`src/hw/xm_pkg.sv`:
```
// Constants, types and embedded init table of the management block
package xm_pkg;
  localparam int MD_PRE_LEN = 32;
  localparam int MD_HDR_LEN = 12;
  localparam int MD_TA_LEN = 2;
  localparam int MD_DAT_LEN = 16;
  localparam logic [1:0] MD_OP_ADDR = 2'h0;
  localparam logic [1:0] MD_OP_WRITE = 2'h1;
  localparam logic [1:0] MD_OP_RINC = 2'h2;
  localparam logic [1:0] MD_OP_READ = 2'h3;
  localparam logic [4:0] MD_DEV_XS = 5'h04;
  localparam logic [15:0] RA_CTRL1 = 16'h0000;
  localparam logic [15:0] RA_STAT1 = 16'h0001;
  localparam logic [15:0] RA_ID_HI = 16'h0002;
  localparam logic [15:0] RA_ID_LO = 16'h0003;
  localparam logic [15:0] RA_SPEED = 16'h0004;
  localparam logic [15:0] RA_DEVS = 16'h0005;
  localparam logic [15:0] RA_LANE = 16'h0018;
  localparam logic [15:0] RA_VCTRL = 16'h8002;
  localparam logic [3:0] RA_EMB_NIB = 4'h9;
  localparam int CTRL_RST_BIT = 15;
  localparam int CTRL_LB_BIT = 14;
  localparam int CTRL_LP_BIT = 11;
  localparam int STAT1_LINK_BIT = 2;
  localparam int VCTRL_RSY_BIT = 15;
  localparam logic [15:0] STAT1_LPA = 16'h0002;
  localparam logic [15:0] SPEED_VAL = 16'h0001;
  localparam logic [15:0] DEVS_VAL = 16'h0010;
  localparam logic [7:0] EMB_BASE = 8'h30;
  localparam logic [19:0] EMB_SWRST = 20'h30105;
  localparam logic [5:0] IX_CFG_FIRST = 6'h00;
  localparam logic [5:0] IX_CFG_LAST = 6'h2A;
  localparam logic [5:0] IX_RSY_FIRST = 6'h2B;
  localparam logic [5:0] IX_RSY_LAST = 6'h2E;
  localparam int WAIT_NS = 1000;
  localparam int CLK_MHZ = 250;
  localparam int WAIT_CYC = (WAIT_NS * CLK_MHZ + 999) / 1000;

  typedef struct packed {
    logic rd;
    logic [19:0] addr;
    logic [7:0] data;
  } xm_step_type;

  typedef struct packed {
    logic req;
    logic wr;
    logic [19:0] addr;
    logic [7:0] wdata;
  } xm_emb_req_type;

  typedef struct packed {
    logic ack;
    logic [7:0] rdata;
  } xm_emb_rsp_type;

  function automatic xm_step_type xm_rom(input logic [5:0] ix);
    case (ix)
      6'h00: xm_rom = '{1'b0, 20'h30105, 8'h64};
      6'h01: xm_rom = '{1'b1, 20'h30105, 8'h00};
      6'h02: xm_rom = '{1'b1, 20'h30105, 8'h00};
      6'h03: xm_rom = '{1'b0, 20'h30105, 8'h44};
      6'h04: xm_rom = '{1'b0, 20'h30A00, 8'h00};
      6'h05: xm_rom = '{1'b0, 20'h30002, 8'h40};
      6'h06: xm_rom = '{1'b0, 20'h30003, 8'h40};
      6'h07: xm_rom = '{1'b0, 20'h30012, 8'h40};
      6'h08: xm_rom = '{1'b0, 20'h30013, 8'h40};
      6'h09: xm_rom = '{1'b0, 20'h30022, 8'h40};
      6'h0A: xm_rom = '{1'b0, 20'h30023, 8'h40};
      6'h0B: xm_rom = '{1'b0, 20'h30032, 8'h40};
      6'h0C: xm_rom = '{1'b0, 20'h30033, 8'h40};
      6'h0D: xm_rom = '{1'b0, 20'h30103, 8'h30};
      6'h0E: xm_rom = '{1'b0, 20'h30113, 8'h30};
      6'h0F: xm_rom = '{1'b0, 20'h30123, 8'h30};
      6'h10: xm_rom = '{1'b0, 20'h30133, 8'h30};
      6'h11: xm_rom = '{1'b0, 20'h30102, 8'h31};
      6'h12: xm_rom = '{1'b0, 20'h30112, 8'h31};
      6'h13: xm_rom = '{1'b0, 20'h30122, 8'h31};
      6'h14: xm_rom = '{1'b0, 20'h30132, 8'h31};
      6'h15: xm_rom = '{1'b0, 20'h30900, 8'hFF};
      6'h16: xm_rom = '{1'b0, 20'h30933, 8'h01};
      6'h17: xm_rom = '{1'b0, 20'h30920, 8'h01};
      6'h18: xm_rom = '{1'b0, 20'h30921, 8'h00};
      6'h19: xm_rom = '{1'b0, 20'h30104, 8'h40};
      6'h1A: xm_rom = '{1'b0, 20'h30114, 8'h40};
      6'h1B: xm_rom = '{1'b0, 20'h30124, 8'h40};
      6'h1C: xm_rom = '{1'b0, 20'h30134, 8'h40};
      6'h1D: xm_rom = '{1'b0, 20'h30901, 8'h00};
      6'h1E: xm_rom = '{1'b0, 20'h30910, 8'h0F};
      6'h1F: xm_rom = '{1'b0, 20'h30911, 8'h55};
      6'h20: xm_rom = '{1'b1, 20'h30904, 8'h00};
      6'h21: xm_rom = '{1'b1, 20'h30905, 8'h00};
      6'h22: xm_rom = '{1'b1, 20'h30914, 8'h00};
      6'h23: xm_rom = '{1'b0, 20'h30105, 8'h64};
      6'h24: xm_rom = '{1'b1, 20'h30105, 8'h00};
      6'h25: xm_rom = '{1'b1, 20'h30105, 8'h00};
      6'h26: xm_rom = '{1'b0, 20'h30105, 8'h44};
      6'h27: xm_rom = '{1'b0, 20'h30910, 8'h00};
      6'h28: xm_rom = '{1'b0, 20'h30910, 8'h0F};
      6'h29: xm_rom = '{1'b0, 20'h30920, 8'h01};
      6'h2A: xm_rom = '{1'b0, 20'h30920, 8'h03};
      6'h2B: xm_rom = '{1'b0, 20'h30910, 8'h0F};
      6'h2C: xm_rom = '{1'b0, 20'h30910, 8'hFF};
      6'h2D: xm_rom = '{1'b0, 20'h30920, 8'h01};
      6'h2E: xm_rom = '{1'b0, 20'h30920, 8'h03};
      default: xm_rom = '{1'b1, EMB_SWRST, 8'h00};
    endcase
  endfunction : xm_rom
endpackage : xm_pkg

```
`src/hw/xm_mgmt.sv`:
```
// Management slave, embedded-core init sequencer and resync engine
`timescale 1ns/1ns
`default_nettype none
module xm_mgmt #(
  parameter logic [15:0] ID_HI_VAL = 16'h0A5C, // Arbitrary identifier value
  parameter logic [15:0] ID_LO_VAL = 16'h0001, // Arbitrary identifier value
  parameter int WAIT_CYCLES = xm_pkg::WAIT_CYC
) (
  // Clock and reset
  input wire logic i_clk,
  input wire logic i_rst_n,
  // Management pins
  input wire logic i_mdc,
  input wire logic i_mdio,
  output logic o_mdio,
  output logic o_mdio_oe,
  // Straps and core status
  input wire logic i_auto_cfg_en,
  input wire logic [4:0] i_port_address,
  input wire logic i_sync_lost,
  input wire logic i_link_up,
  input wire logic [15:0] i_lane_status,
  // Control outputs
  output logic o_loopback,
  output logic o_low_power_n,
  output logic o_cfg_busy,
  // Embedded core byte port
  output xm_pkg::xm_emb_req_type o_emb,
  input wire xm_pkg::xm_emb_rsp_type i_emb
);
  import xm_pkg::*;

  typedef enum logic [2:0] {M_IDLE, M_ST, M_HDR, M_TA, M_DAT} xm_md_type;
  typedef enum logic [1:0] {SQ_IDLE, SQ_ISSUE, SQ_WAIT, SQ_HOLD} xm_sq_type;

  // Pin synchronisers
  logic mdc_s1, mdc_s2, mdc_s3, mdio_s1, mdio_s2, cfg_s1, cfg_s2;
  logic [1:0] warm;
  always_ff @(posedge i_clk or negedge i_rst_n) begin
    if (!i_rst_n) begin
      {mdc_s1, mdc_s2, mdc_s3} <= 3'h0;
      {mdio_s1, mdio_s2, cfg_s1, cfg_s2} <= 4'h0;
      warm <= 2'h0;
    end else begin
      {mdc_s1, mdc_s2, mdc_s3} <= {i_mdc, mdc_s1, mdc_s2};
      {mdio_s1, mdio_s2} <= {i_mdio, mdio_s1};
      {cfg_s1, cfg_s2} <= {i_auto_cfg_en, cfg_s1};
      warm <= {warm[0], 1'b1};
    end
  end
  wire mdc_rise = mdc_s2 & ~mdc_s3;

  // Frame receiver
  xm_md_type md_st;
  logic [5:0] pre_cnt;
  logic [4:0] bit_cnt;
  logic [11:0] hdr;
  logic [15:0] dat, reg_addr, rd_val, rd_sh;
  logic hit, resync_en, m_pend, m_wr, owner_seq, soft_rst;
  logic [7:0] m_wdata;
  wire [11:0] next_hdr = {hdr[10:0], mdio_s2};
  wire [15:0] next_dat = {dat[14:0], mdio_s2};
  wire [1:0] op_q = hdr[11:10];
  wire hdr_done = mdc_rise && md_st == M_HDR && bit_cnt == 5'(MD_HDR_LEN - 1);
  wire hdr_hit = next_hdr[9:5] == i_port_address && next_hdr[4:0] == MD_DEV_XS;
  wire hdr_rd = next_hdr[11:10] == MD_OP_READ || next_hdr[11:10] == MD_OP_RINC;
  wire ta_end = mdc_rise && md_st == M_TA && bit_cnt == 5'(MD_TA_LEN - 1);
  wire frm_done = mdc_rise && md_st == M_DAT && bit_cnt == 5'(MD_DAT_LEN - 1) && hit;
  wire is_emb = reg_addr[15:12] == RA_EMB_NIB;

  always_ff @(posedge i_clk or negedge i_rst_n) begin
    if (!i_rst_n) begin
      md_st <= M_IDLE;
      pre_cnt <= 6'h00;
      bit_cnt <= 5'h00;
      hdr <= 12'h000;
      dat <= 16'h0000;
      hit <= 1'b0;
    end else if (mdc_rise) begin
      unique case (md_st)
        M_IDLE: begin
          if (mdio_s2) begin
            if (pre_cnt != 6'(MD_PRE_LEN)) pre_cnt <= pre_cnt + 6'h01;
          end else begin
            pre_cnt <= 6'h00;
            if (pre_cnt == 6'(MD_PRE_LEN)) md_st <= M_ST;
          end
        end
        M_ST: begin
          md_st <= mdio_s2 ? M_IDLE : M_HDR;
          bit_cnt <= 5'h00;
        end
        M_HDR: begin
          hdr <= next_hdr;
          bit_cnt <= bit_cnt + 5'h01;
          if (hdr_done) begin
            md_st <= M_TA;
            bit_cnt <= 5'h00;
            hit <= hdr_hit;
          end
        end
        M_TA: begin
          bit_cnt <= bit_cnt + 5'h01;
          if (ta_end) begin
            md_st <= M_DAT;
            bit_cnt <= 5'h00;
          end
        end
        M_DAT: begin
          dat <= next_dat;
          bit_cnt <= bit_cnt + 5'h01;
          if (bit_cnt == 5'(MD_DAT_LEN - 1)) md_st <= M_IDLE;
        end
      endcase
    end
  end

  // Register file
  wire wr_frm = frm_done && op_q == MD_OP_WRITE;
  always_ff @(posedge i_clk or negedge i_rst_n) begin
    if (!i_rst_n) begin
      reg_addr <= 16'h0000;
      o_loopback <= 1'b0;
      o_low_power_n <= 1'b1;
      resync_en <= 1'b0;
      soft_rst <= 1'b0;
    end else begin
      soft_rst <= wr_frm && reg_addr == RA_CTRL1 && next_dat[CTRL_RST_BIT];
      if (frm_done && op_q == MD_OP_ADDR) reg_addr <= next_dat;
      if (frm_done && op_q == MD_OP_RINC) reg_addr <= reg_addr + 16'h0001;
      if (wr_frm && reg_addr == RA_CTRL1) begin
        o_loopback <= next_dat[CTRL_LB_BIT];
        o_low_power_n <= next_dat[CTRL_LP_BIT];
      end
      if (wr_frm && reg_addr == RA_VCTRL) resync_en <= next_dat[VCTRL_RSY_BIT];
    end
  end

  // Local read selection; self-clearing reset bit reads as busy
  wire [15:0] ctrl_rd = ({15'h0000, o_cfg_busy} << CTRL_RST_BIT)
      | ({15'h0000, o_loopback} << CTRL_LB_BIT) | ({15'h0000, o_low_power_n} << CTRL_LP_BIT);
  wire [15:0] stat1_rd = STAT1_LPA | ({15'h0000, i_link_up} << STAT1_LINK_BIT);
  wire [15:0] vctrl_rd = {15'h0000, resync_en} << VCTRL_RSY_BIT;
  wire [15:0] loc_rd = (reg_addr == RA_CTRL1) ? ctrl_rd :
      (reg_addr == RA_STAT1) ? stat1_rd :
      (reg_addr == RA_ID_HI) ? ID_HI_VAL :
      (reg_addr == RA_ID_LO) ? ID_LO_VAL :
      (reg_addr == RA_SPEED) ? SPEED_VAL :
      (reg_addr == RA_DEVS) ? DEVS_VAL :
      (reg_addr == RA_LANE) ? i_lane_status :
      (reg_addr == RA_VCTRL) ? vctrl_rd : 16'h0000;

  // Read data and line drive; TA gives ~200 cycles for an embedded read
  wire emb_rd_ack = i_emb.ack && !owner_seq && !o_emb.wr;
  always_ff @(posedge i_clk or negedge i_rst_n) begin
    if (!i_rst_n) begin
      rd_val <= 16'h0000;
      rd_sh <= 16'h0000;
      o_mdio <= 1'b0;
      o_mdio_oe <= 1'b0;
    end else begin
      if (hdr_done) rd_val <= loc_rd;
      if (emb_rd_ack) rd_val <= {8'h00, i_emb.rdata};
      if (mdc_rise && md_st == M_TA && bit_cnt == 5'h00 && hit && op_q[1]) begin
        o_mdio_oe <= 1'b1;
        o_mdio <= 1'b0;
      end
      if (ta_end && o_mdio_oe) begin
        o_mdio <= rd_val[15];
        rd_sh <= {rd_val[14:0], 1'b0};
      end
      if (mdc_rise && md_st == M_DAT) begin
        o_mdio <= rd_sh[15];
        rd_sh <= {rd_sh[14:0], 1'b0};
        if (bit_cnt == 5'(MD_DAT_LEN - 1)) o_mdio_oe <= 1'b0;
      end
    end
  end

  // Pending management access to the embedded port
  wire m_take = m_pend && !o_emb.req;
  always_ff @(posedge i_clk or negedge i_rst_n) begin
    if (!i_rst_n) begin
      m_pend <= 1'b0;
      m_wr <= 1'b0;
      m_wdata <= 8'h00;
    end else if (hdr_done && hdr_hit && hdr_rd && is_emb) begin
      m_pend <= 1'b1;
      m_wr <= 1'b0;
    end else if (wr_frm && is_emb) begin
      m_pend <= 1'b1;
      m_wr <= 1'b1;
      m_wdata <= next_dat[7:0];
    end else if (m_take) begin
      m_pend <= 1'b0;
    end
  end

  // Sequencer
  xm_sq_type sq_st;
  logic [5:0] idx, last;
  logic [15:0] hold_cnt;
  logic cfg_pend;
  xm_step_type step;
  assign step = xm_rom(idx);
  wire seq_take = sq_st == SQ_ISSUE && !o_emb.req && !m_pend;
  wire seq_ack = sq_st == SQ_WAIT && i_emb.ack;
  wire step_hold = step.rd && step.addr == EMB_SWRST;
  wire cfg_go = sq_st == SQ_IDLE && cfg_pend && warm[1];
  wire rsy_go = sq_st == SQ_IDLE && !cfg_pend && resync_en && i_sync_lost;
  assign o_cfg_busy = cfg_pend || sq_st != SQ_IDLE;

  always_ff @(posedge i_clk or negedge i_rst_n) begin
    if (!i_rst_n) cfg_pend <= 1'b1;
    else if (soft_rst) cfg_pend <= 1'b1;
    else if (cfg_go) cfg_pend <= 1'b0;
  end

  always_ff @(posedge i_clk or negedge i_rst_n) begin
    if (!i_rst_n) begin
      sq_st <= SQ_IDLE;
      idx <= IX_CFG_FIRST;
      last <= IX_CFG_LAST;
      hold_cnt <= 16'h0000;
    end else begin
      unique case (sq_st)
        SQ_IDLE: begin
          if (cfg_go && cfg_s2) begin
            idx <= IX_CFG_FIRST;
            last <= IX_CFG_LAST;
            sq_st <= SQ_ISSUE;
          end else if (rsy_go) begin
            idx <= IX_RSY_FIRST;
            last <= IX_RSY_LAST;
            sq_st <= SQ_ISSUE;
          end
        end
        SQ_ISSUE: if (seq_take) sq_st <= SQ_WAIT;
        SQ_WAIT: begin
          if (seq_ack && step_hold) begin
            sq_st <= SQ_HOLD;
            hold_cnt <= 16'(WAIT_CYCLES - 1);
          end else if (seq_ack) begin
            sq_st <= (idx == last) ? SQ_IDLE : SQ_ISSUE;
            idx <= (idx == last) ? idx : idx + 6'h01;
          end
        end
        SQ_HOLD: begin
          hold_cnt <= hold_cnt - 16'h0001;
          if (hold_cnt == 16'h0000) begin
            sq_st <= SQ_ISSUE;
            idx <= idx + 6'h01;
          end
        end
      endcase
    end
  end

  // Embedded port: management access beats the sequencer
  always_ff @(posedge i_clk or negedge i_rst_n) begin
    if (!i_rst_n) begin
      o_emb <= '0;
      owner_seq <= 1'b0;
    end else if (!o_emb.req && m_pend) begin
      o_emb <= '{1'b1, m_wr, {EMB_BASE[7:0], reg_addr[11:0]}, m_wdata};
      owner_seq <= 1'b0;
    end else if (seq_take) begin
      o_emb <= '{1'b1, !step.rd, step.addr, step.data};
      owner_seq <= 1'b1;
    end else if (i_emb.ack) begin
      o_emb.req <= 1'b0;
    end
  end

  // Checks
  property p_legacy;
    @(posedge i_clk) disable iff (!i_rst_n)
    (mdc_rise && md_st == M_ST && mdio_s2) |=> md_st == M_IDLE && !o_mdio_oe;
  endproperty
  a_legacy: assert property (p_legacy) else $error("legacy frame not ignored");
  property p_pre;
    @(posedge i_clk) disable iff (!i_rst_n)
    (mdc_rise && md_st == M_IDLE && !mdio_s2 && pre_cnt < 6'(MD_PRE_LEN)) |=> md_st == M_IDLE;
  endproperty
  a_pre: assert property (p_pre) else $error("frame began on short preamble");
  property p_drive;
    @(posedge i_clk) disable iff (!i_rst_n)
    $rose(o_mdio_oe) |-> hit && op_q[1] && !o_mdio && hdr[4:0] == MD_DEV_XS;
  endproperty
  a_drive: assert property (p_drive) else $error("line driven for wrong frame");
  property p_inc;
    @(posedge i_clk) disable iff (!i_rst_n)
    (frm_done && op_q == MD_OP_RINC) |=> reg_addr == $past(reg_addr) + 16'h0001;
  endproperty
  a_inc: assert property (p_inc) else $error("address not advanced");
  property p_emb_hold;
    @(posedge i_clk) disable iff (!i_rst_n)
    (o_emb.req && !i_emb.ack) |=> o_emb.req && $stable(o_emb);
  endproperty
  a_emb_hold: assert property (p_emb_hold) else $error("embedded request dropped");
  property p_map;
    @(posedge i_clk) disable iff (!i_rst_n)
    (o_emb.req && !owner_seq) |-> o_emb.addr[19:12] == EMB_BASE;
  endproperty
  a_map: assert property (p_map) else $error("embedded address not mapped");
  property p_skip;
    @(posedge i_clk) disable iff (!i_rst_n)
    (cfg_go && !cfg_s2) |=> sq_st == SQ_IDLE && !cfg_pend;
  endproperty
  a_skip: assert property (p_skip) else $error("init ran with strap low");
  property p_start;
    @(posedge i_clk) disable iff (!i_rst_n)
    (cfg_go && cfg_s2) |=> sq_st == SQ_ISSUE && idx == IX_CFG_FIRST ##1 o_emb.req[*1];
  endproperty
  a_start: assert property (p_start) else $error("init did not start at step 0");
  property p_resync;
    @(posedge i_clk) disable iff (!i_rst_n)
    ($rose(sq_st == SQ_ISSUE) && idx == IX_RSY_FIRST) |-> $past(resync_en);
  endproperty
  a_resync: assert property (p_resync) else $error("resync while disabled");
  // Hold length is a parameter, so count it rather than repeat a fixed number
  logic [15:0] hold_seen;
  always_ff @(posedge i_clk or negedge i_rst_n) begin
    if (!i_rst_n) hold_seen <= 16'h0000;
    else hold_seen <= (sq_st == SQ_HOLD) ? hold_seen + 16'h0001 : 16'h0000;
  end
  property p_hold;
    @(posedge i_clk) disable iff (!i_rst_n)
    $fell(sq_st == SQ_HOLD) |-> hold_seen == 16'(WAIT_CYCLES) && !(o_emb.req && owner_seq);
  endproperty
  a_hold: assert property (p_hold) else $error("wait read too short");
  property p_order;
    @(posedge i_clk) disable iff (!i_rst_n)
    (seq_ack && !step_hold && idx != last) |=> idx == $past(idx) + 6'h01;
  endproperty
  a_order: assert property (p_order) else $error("init step skipped");
  c_legacy: cover property (@(posedge i_clk) mdc_rise && md_st == M_ST && mdio_s2);
  c_read: cover property (@(posedge i_clk) $rose(o_mdio_oe));
  c_done: cover property (@(posedge i_clk) seq_ack && idx == IX_CFG_LAST);
  c_rsy: cover property (@(posedge i_clk) rsy_go);
endmodule : xm_mgmt
`default_nettype wire

```
`config.mk`:
```
export PLATFORM = sky130hd
export DESIGN_NAME = xm_mgmt
export DESIGN_NICKNAME = d
export VERILOG_FILES = /design/src/hw/xm_pkg.sv /design/src/hw/xm_mgmt.sv
export SDC_FILE = /design/constraint.sdc
export NUM_CORES = 1
export LEC_CHECK = 0
export BUFFER_PORTS_ARGS = -buffer_cell sky130_fd_sc_hd__clkbuf_2
export CAP_MARGIN = 40
export CORE_MARGIN = 2
export CORE_UTILIZATION = 55
export CTS_BUF_LIST = sky130_fd_sc_hd__clkbuf_8
export CTS_CLUSTER_SIZE = 30
export DETAILED_ROUTE_END_ITERATION = 6
export HOLD_SLACK_MARGIN = 0.06
export MAX_ROUTING_LAYER = met4
export PLACE_DENSITY = 0.74
export SYNTH_ARGS = -nofsm -noshare
export SYNTH_HDL_FRONTEND = slang
export SYNTH_SLANG_ARGS = --single-unit
```
`constraint.sdc`:
```
create_clock -name i_clk -period 4.3 [get_ports i_clk]
set_clock_uncertainty 0.05 [all_clocks]
set_input_delay 0.215 -clock i_clk [delete_from_list [all_inputs] [get_ports i_clk]]
set_output_delay 0.215 -clock i_clk [all_outputs]
set_load 0.03 [all_outputs]
```
==> results.cfg <==
[outcome]
status = finished clean

[placement]
place.gp.congestion = 0.941
dp_hpwl_mm = 14.7
port_buffers = 65
dpl_cell_area_um2 = 9520

[routing]
post_drt_wl_per_cell_um = 16.8
ant_nets = 0
drc = 0
num_vias = 7404
via_per_inst = 5.89
first_iter_violations = 602
routed_wl_mm = 21.1
first_pass_iters = 5

[final_layout]
final_layout_size_suffix_gt1_share_pct = 17.5
fill_cells = 1375
area_growth_pct = 13.7
n_antenna_cell = 0
fin_area_um2 = 10200
layout_common_cells = dfrtp_1 (162), nand2_1 (104), o21ai_0 (79)
seqCellArea_um2 = 4110
multi_input_area_um2 = 4490
layout_commonest_cell = dfrtp_1
fin_nets = 1095

[worst_setup_path]
worstPathCellList = inv_1, ha_1, inv_1, ha_1, nor2_1, o32ai_1, or4_1, nor4_1, a21oi_1, or4b_2, nand3_1
worst_setup_path_end_kind = flop
crit_family = simple AND/OR/NAND/NOR gates
startpoint_type = flop
arrival_ns = 4.36
required_ns = 4.63
crit_slowest_cell = or4b_2
max_stage_delay_ns = 0.72
cp_num_buf_inv = 2
crit_type = flop to flop
cp_max_fo = 9

[timing]
tightest_slew_ns = 0.852
fin_crit_ns = 4.03
max_freq_mhz = 248
hold_viol = 0
drv_slew = 0
setup_tns_ns = 0
setup_violations = 0
rsz0062_at_grt = false
post-route-period-util_pct = 93.8
relSlewSlack_pct = 42.7

[worst_hold_path]
hold_path_class = primary input to flop

[power_and_ir_drop]
power.density_nw_per_um2 = 297
leakage_nw = 4.69
irDropWorstVdd_mv = 0.262

[cts]
clk_pin_slew_worst_paths_ns = 0.09
cts_resized = 0
cts_tree = done
clockBufferDepth = 2
htree_levels = 4
numCtsBuffers = 17
cts-root-buf = clkbuf_8
cts_setup_buffers = 0
clkLatencyLatePin_ns = 0.46
cts.sink_count = 164

[synth]
yosys_warnings = 0
synthFlopType = dfrtp_1
async_flop_share_pct = 100
postSynthCellCount = 958
ys_seq_area_share_pct = 45.7
synth_seq_cells = 164
synth_area_um2 = 8980
synth.avg_cell_area_um2 = 9.37
synthDistinctLibCells = 73
synth-edff-count = 0

[grt]
grt_pass1_vias = 7179
grt_usage_pct = 26.0
grt_pass1_wl_mm = 35.9
grt-ovfl-total = 0
grt_max_degree = 78
antenna_found_initial = 0

[floorplanning]
die_area_um2 = 17400
core_um2 = 15900
start_util_pct = 56.3
fp.dieW_um = 132
io_pins = 72
die_y_um = 132
num_rows = 46

[run]
maxCapViolCount = 0
[per-layer routing]
layer | vias up | track usage [%] | wire length (µm)
li1 | 3573 | - | -
met5 | - | - | 0
met4 | 0 | 6.34 | 327
met1 | 3595 | 36.0 | 9900
met2 | 205 | 39.8 | 9880
met3 | 31 | 5.15 | 1050
[synth_stat cells (4+ instances only)]
library cell | n | area, µm²
dfrtp_1 | 162 | 4050
nand2_1 | 104 | 390
o21ai_0 | 79 | 395
a21oi_1 | 67 | 335
nor2_1 | 57 | 214
clkbuf_1 | 45 | 169
mux2_2 | 41 | 462
nand3_1 | 41 | 205
inv_1 | 33 | 124
ha_1 | 29 | 363
mux2i_1 | 25 | 250
nor3_1 | 22 | 110
nor2b_1 | 18 | 113
a22oi_1 | 17 | 128
and3_1 | 15 | 93.8
o22ai_1 | 14 | 87.6
nand2b_1 | 13 | 81.3
nand4_1 | 12 | 75.1
xor2_1 | 9 | 78.8
nand3b_1 | 8 | 60.1
or3_1 | 8 | 50.1
buf_4 | 7 | 52.6
nor4b_1 | 7 | 61.3
a211oi_1 | 6 | 45.0
a31oi_1 | 6 | 37.5
a32oi_1 | 6 | 52.6
buf_1 | 6 | 22.5
nor4_1 | 6 | 37.5
or2_2 | 5 | 31.3
a21o_1 | 4 | 30.0
a22o_1 | 4 | 35.0
a2bb2oi_1 | 4 | 35.0
and2_1 | 4 | 25.0
o31ai_1 | 4 | 30.0
o32ai_1 | 4 | 35.0
or4b_2 | 4 | 40.0
[cell type report]
class,instances,area share (%)
Inverter,33,1.21
Clock inverter,13,1.79
Tap cell,216,2.65
Timing Repair Buffer,111,7.77
Clock buffer,18,2.43
Sequential cell,164,40.2
Multi-Input combinational cell,702,44.0
[registers in the layout (all words and copies together), names as in the netlist, 5 cells and up]
name	count
bit_cnt	5
dat	15
hdr	12
hold_cnt	16
idx	6
m_wdata	8
o_emb	23
pre_cnt	6
rd_sh	15
rd_val	16
reg_addr	16
[worst paths after layout]
kind / start / endpoint / cells after the start / slack (ns)
setup / recovery: idx[0]$_DFFE_PN0P_ / hold_cnt[12]$_DFFE_PN0P_ / 11 / 0.27
hold / removal: i_link_up / rd_val[2]$_DFFE_PN0P_ / 4 / 0.11
setup reg to reg: idx[0]$_DFFE_PN0P_ / hold_cnt[12]$_DFFE_PN0P_ / 11 / 0.27
hold reg to reg: warm[0]$_DFF_PN0_ / warm[1]$_DFF_PN0_ / 0 / 0.30
max in group asynchronous: i_rst_n / reg_addr[7]$_DFFE_PN0P_ / 4 / 2.91
min in group asynchronous: i_rst_n / hold_cnt[2]$_DFFE_PN0P_ / 2 / 0.12
[worst register-to-register path, delay by kind of cell, from the launching register on]
family                     cells  cell delay (ns)
and+or+nand+nor                5             1.96
adders and majority gates      2             0.64
AOI/OAI and AO/OA              2             0.49
DFF                            1             0.48
buffers and inverters          2             0.35
[through the flow]
| stage | setup WS, ns | util [%] | power (mW) | std cells | hold WS [ns] |
|---|---|---|---|---|---|
| floorplan | 1.13 | - | 1.73 | 963 | -0.131 |
| global placement | 0.497 | 59.2 | 1.80 | 1195 | 0.274 |
| detailed placement | 0.364 | 59.7 | 1.81 | 1200 | 0.0396 |
| CTS | 0.326 | 64.1 | 3.06 | 1257 | 0.0843 |
| global route | 0.150 | 64.1 | 3.16 | 1257 | 0.116 |
| finish | 0.269 | 64.1 | 3.04 | 1257 | 0.110 |
[power by group]
group / internal (mW) / switching [mW] / leakage (nW) / total, mW
sequential: 1.58 / 0.0285 / 2.17 / 1.61
combinational: 0.0850 / 0.117 / 2.30 / 0.202
clock: 0.645 / 0.582 / 0.218 / 1.23
[cells by family after synthesis]
kind of cell             share of synthesized area [%]
AO/OA/AOI/OAI                                     16.7
XOR/XNOR                                          1.07
adder cells (fa/ha/maj)                           4.04
buffers and inverters                             4.67
flip-flops                                        45.7
multiplexers                                      8.10
other                                           0.0836
AND/OR/NAND/NOR                                   19.6
[timing repair]
item,in CTS,in global routing
endpoints found under the setup margin,0,0
hold buffers,26,0
hold endpoints to repair,117,0
Note: power is estimated with default switching activity, not from simulation.
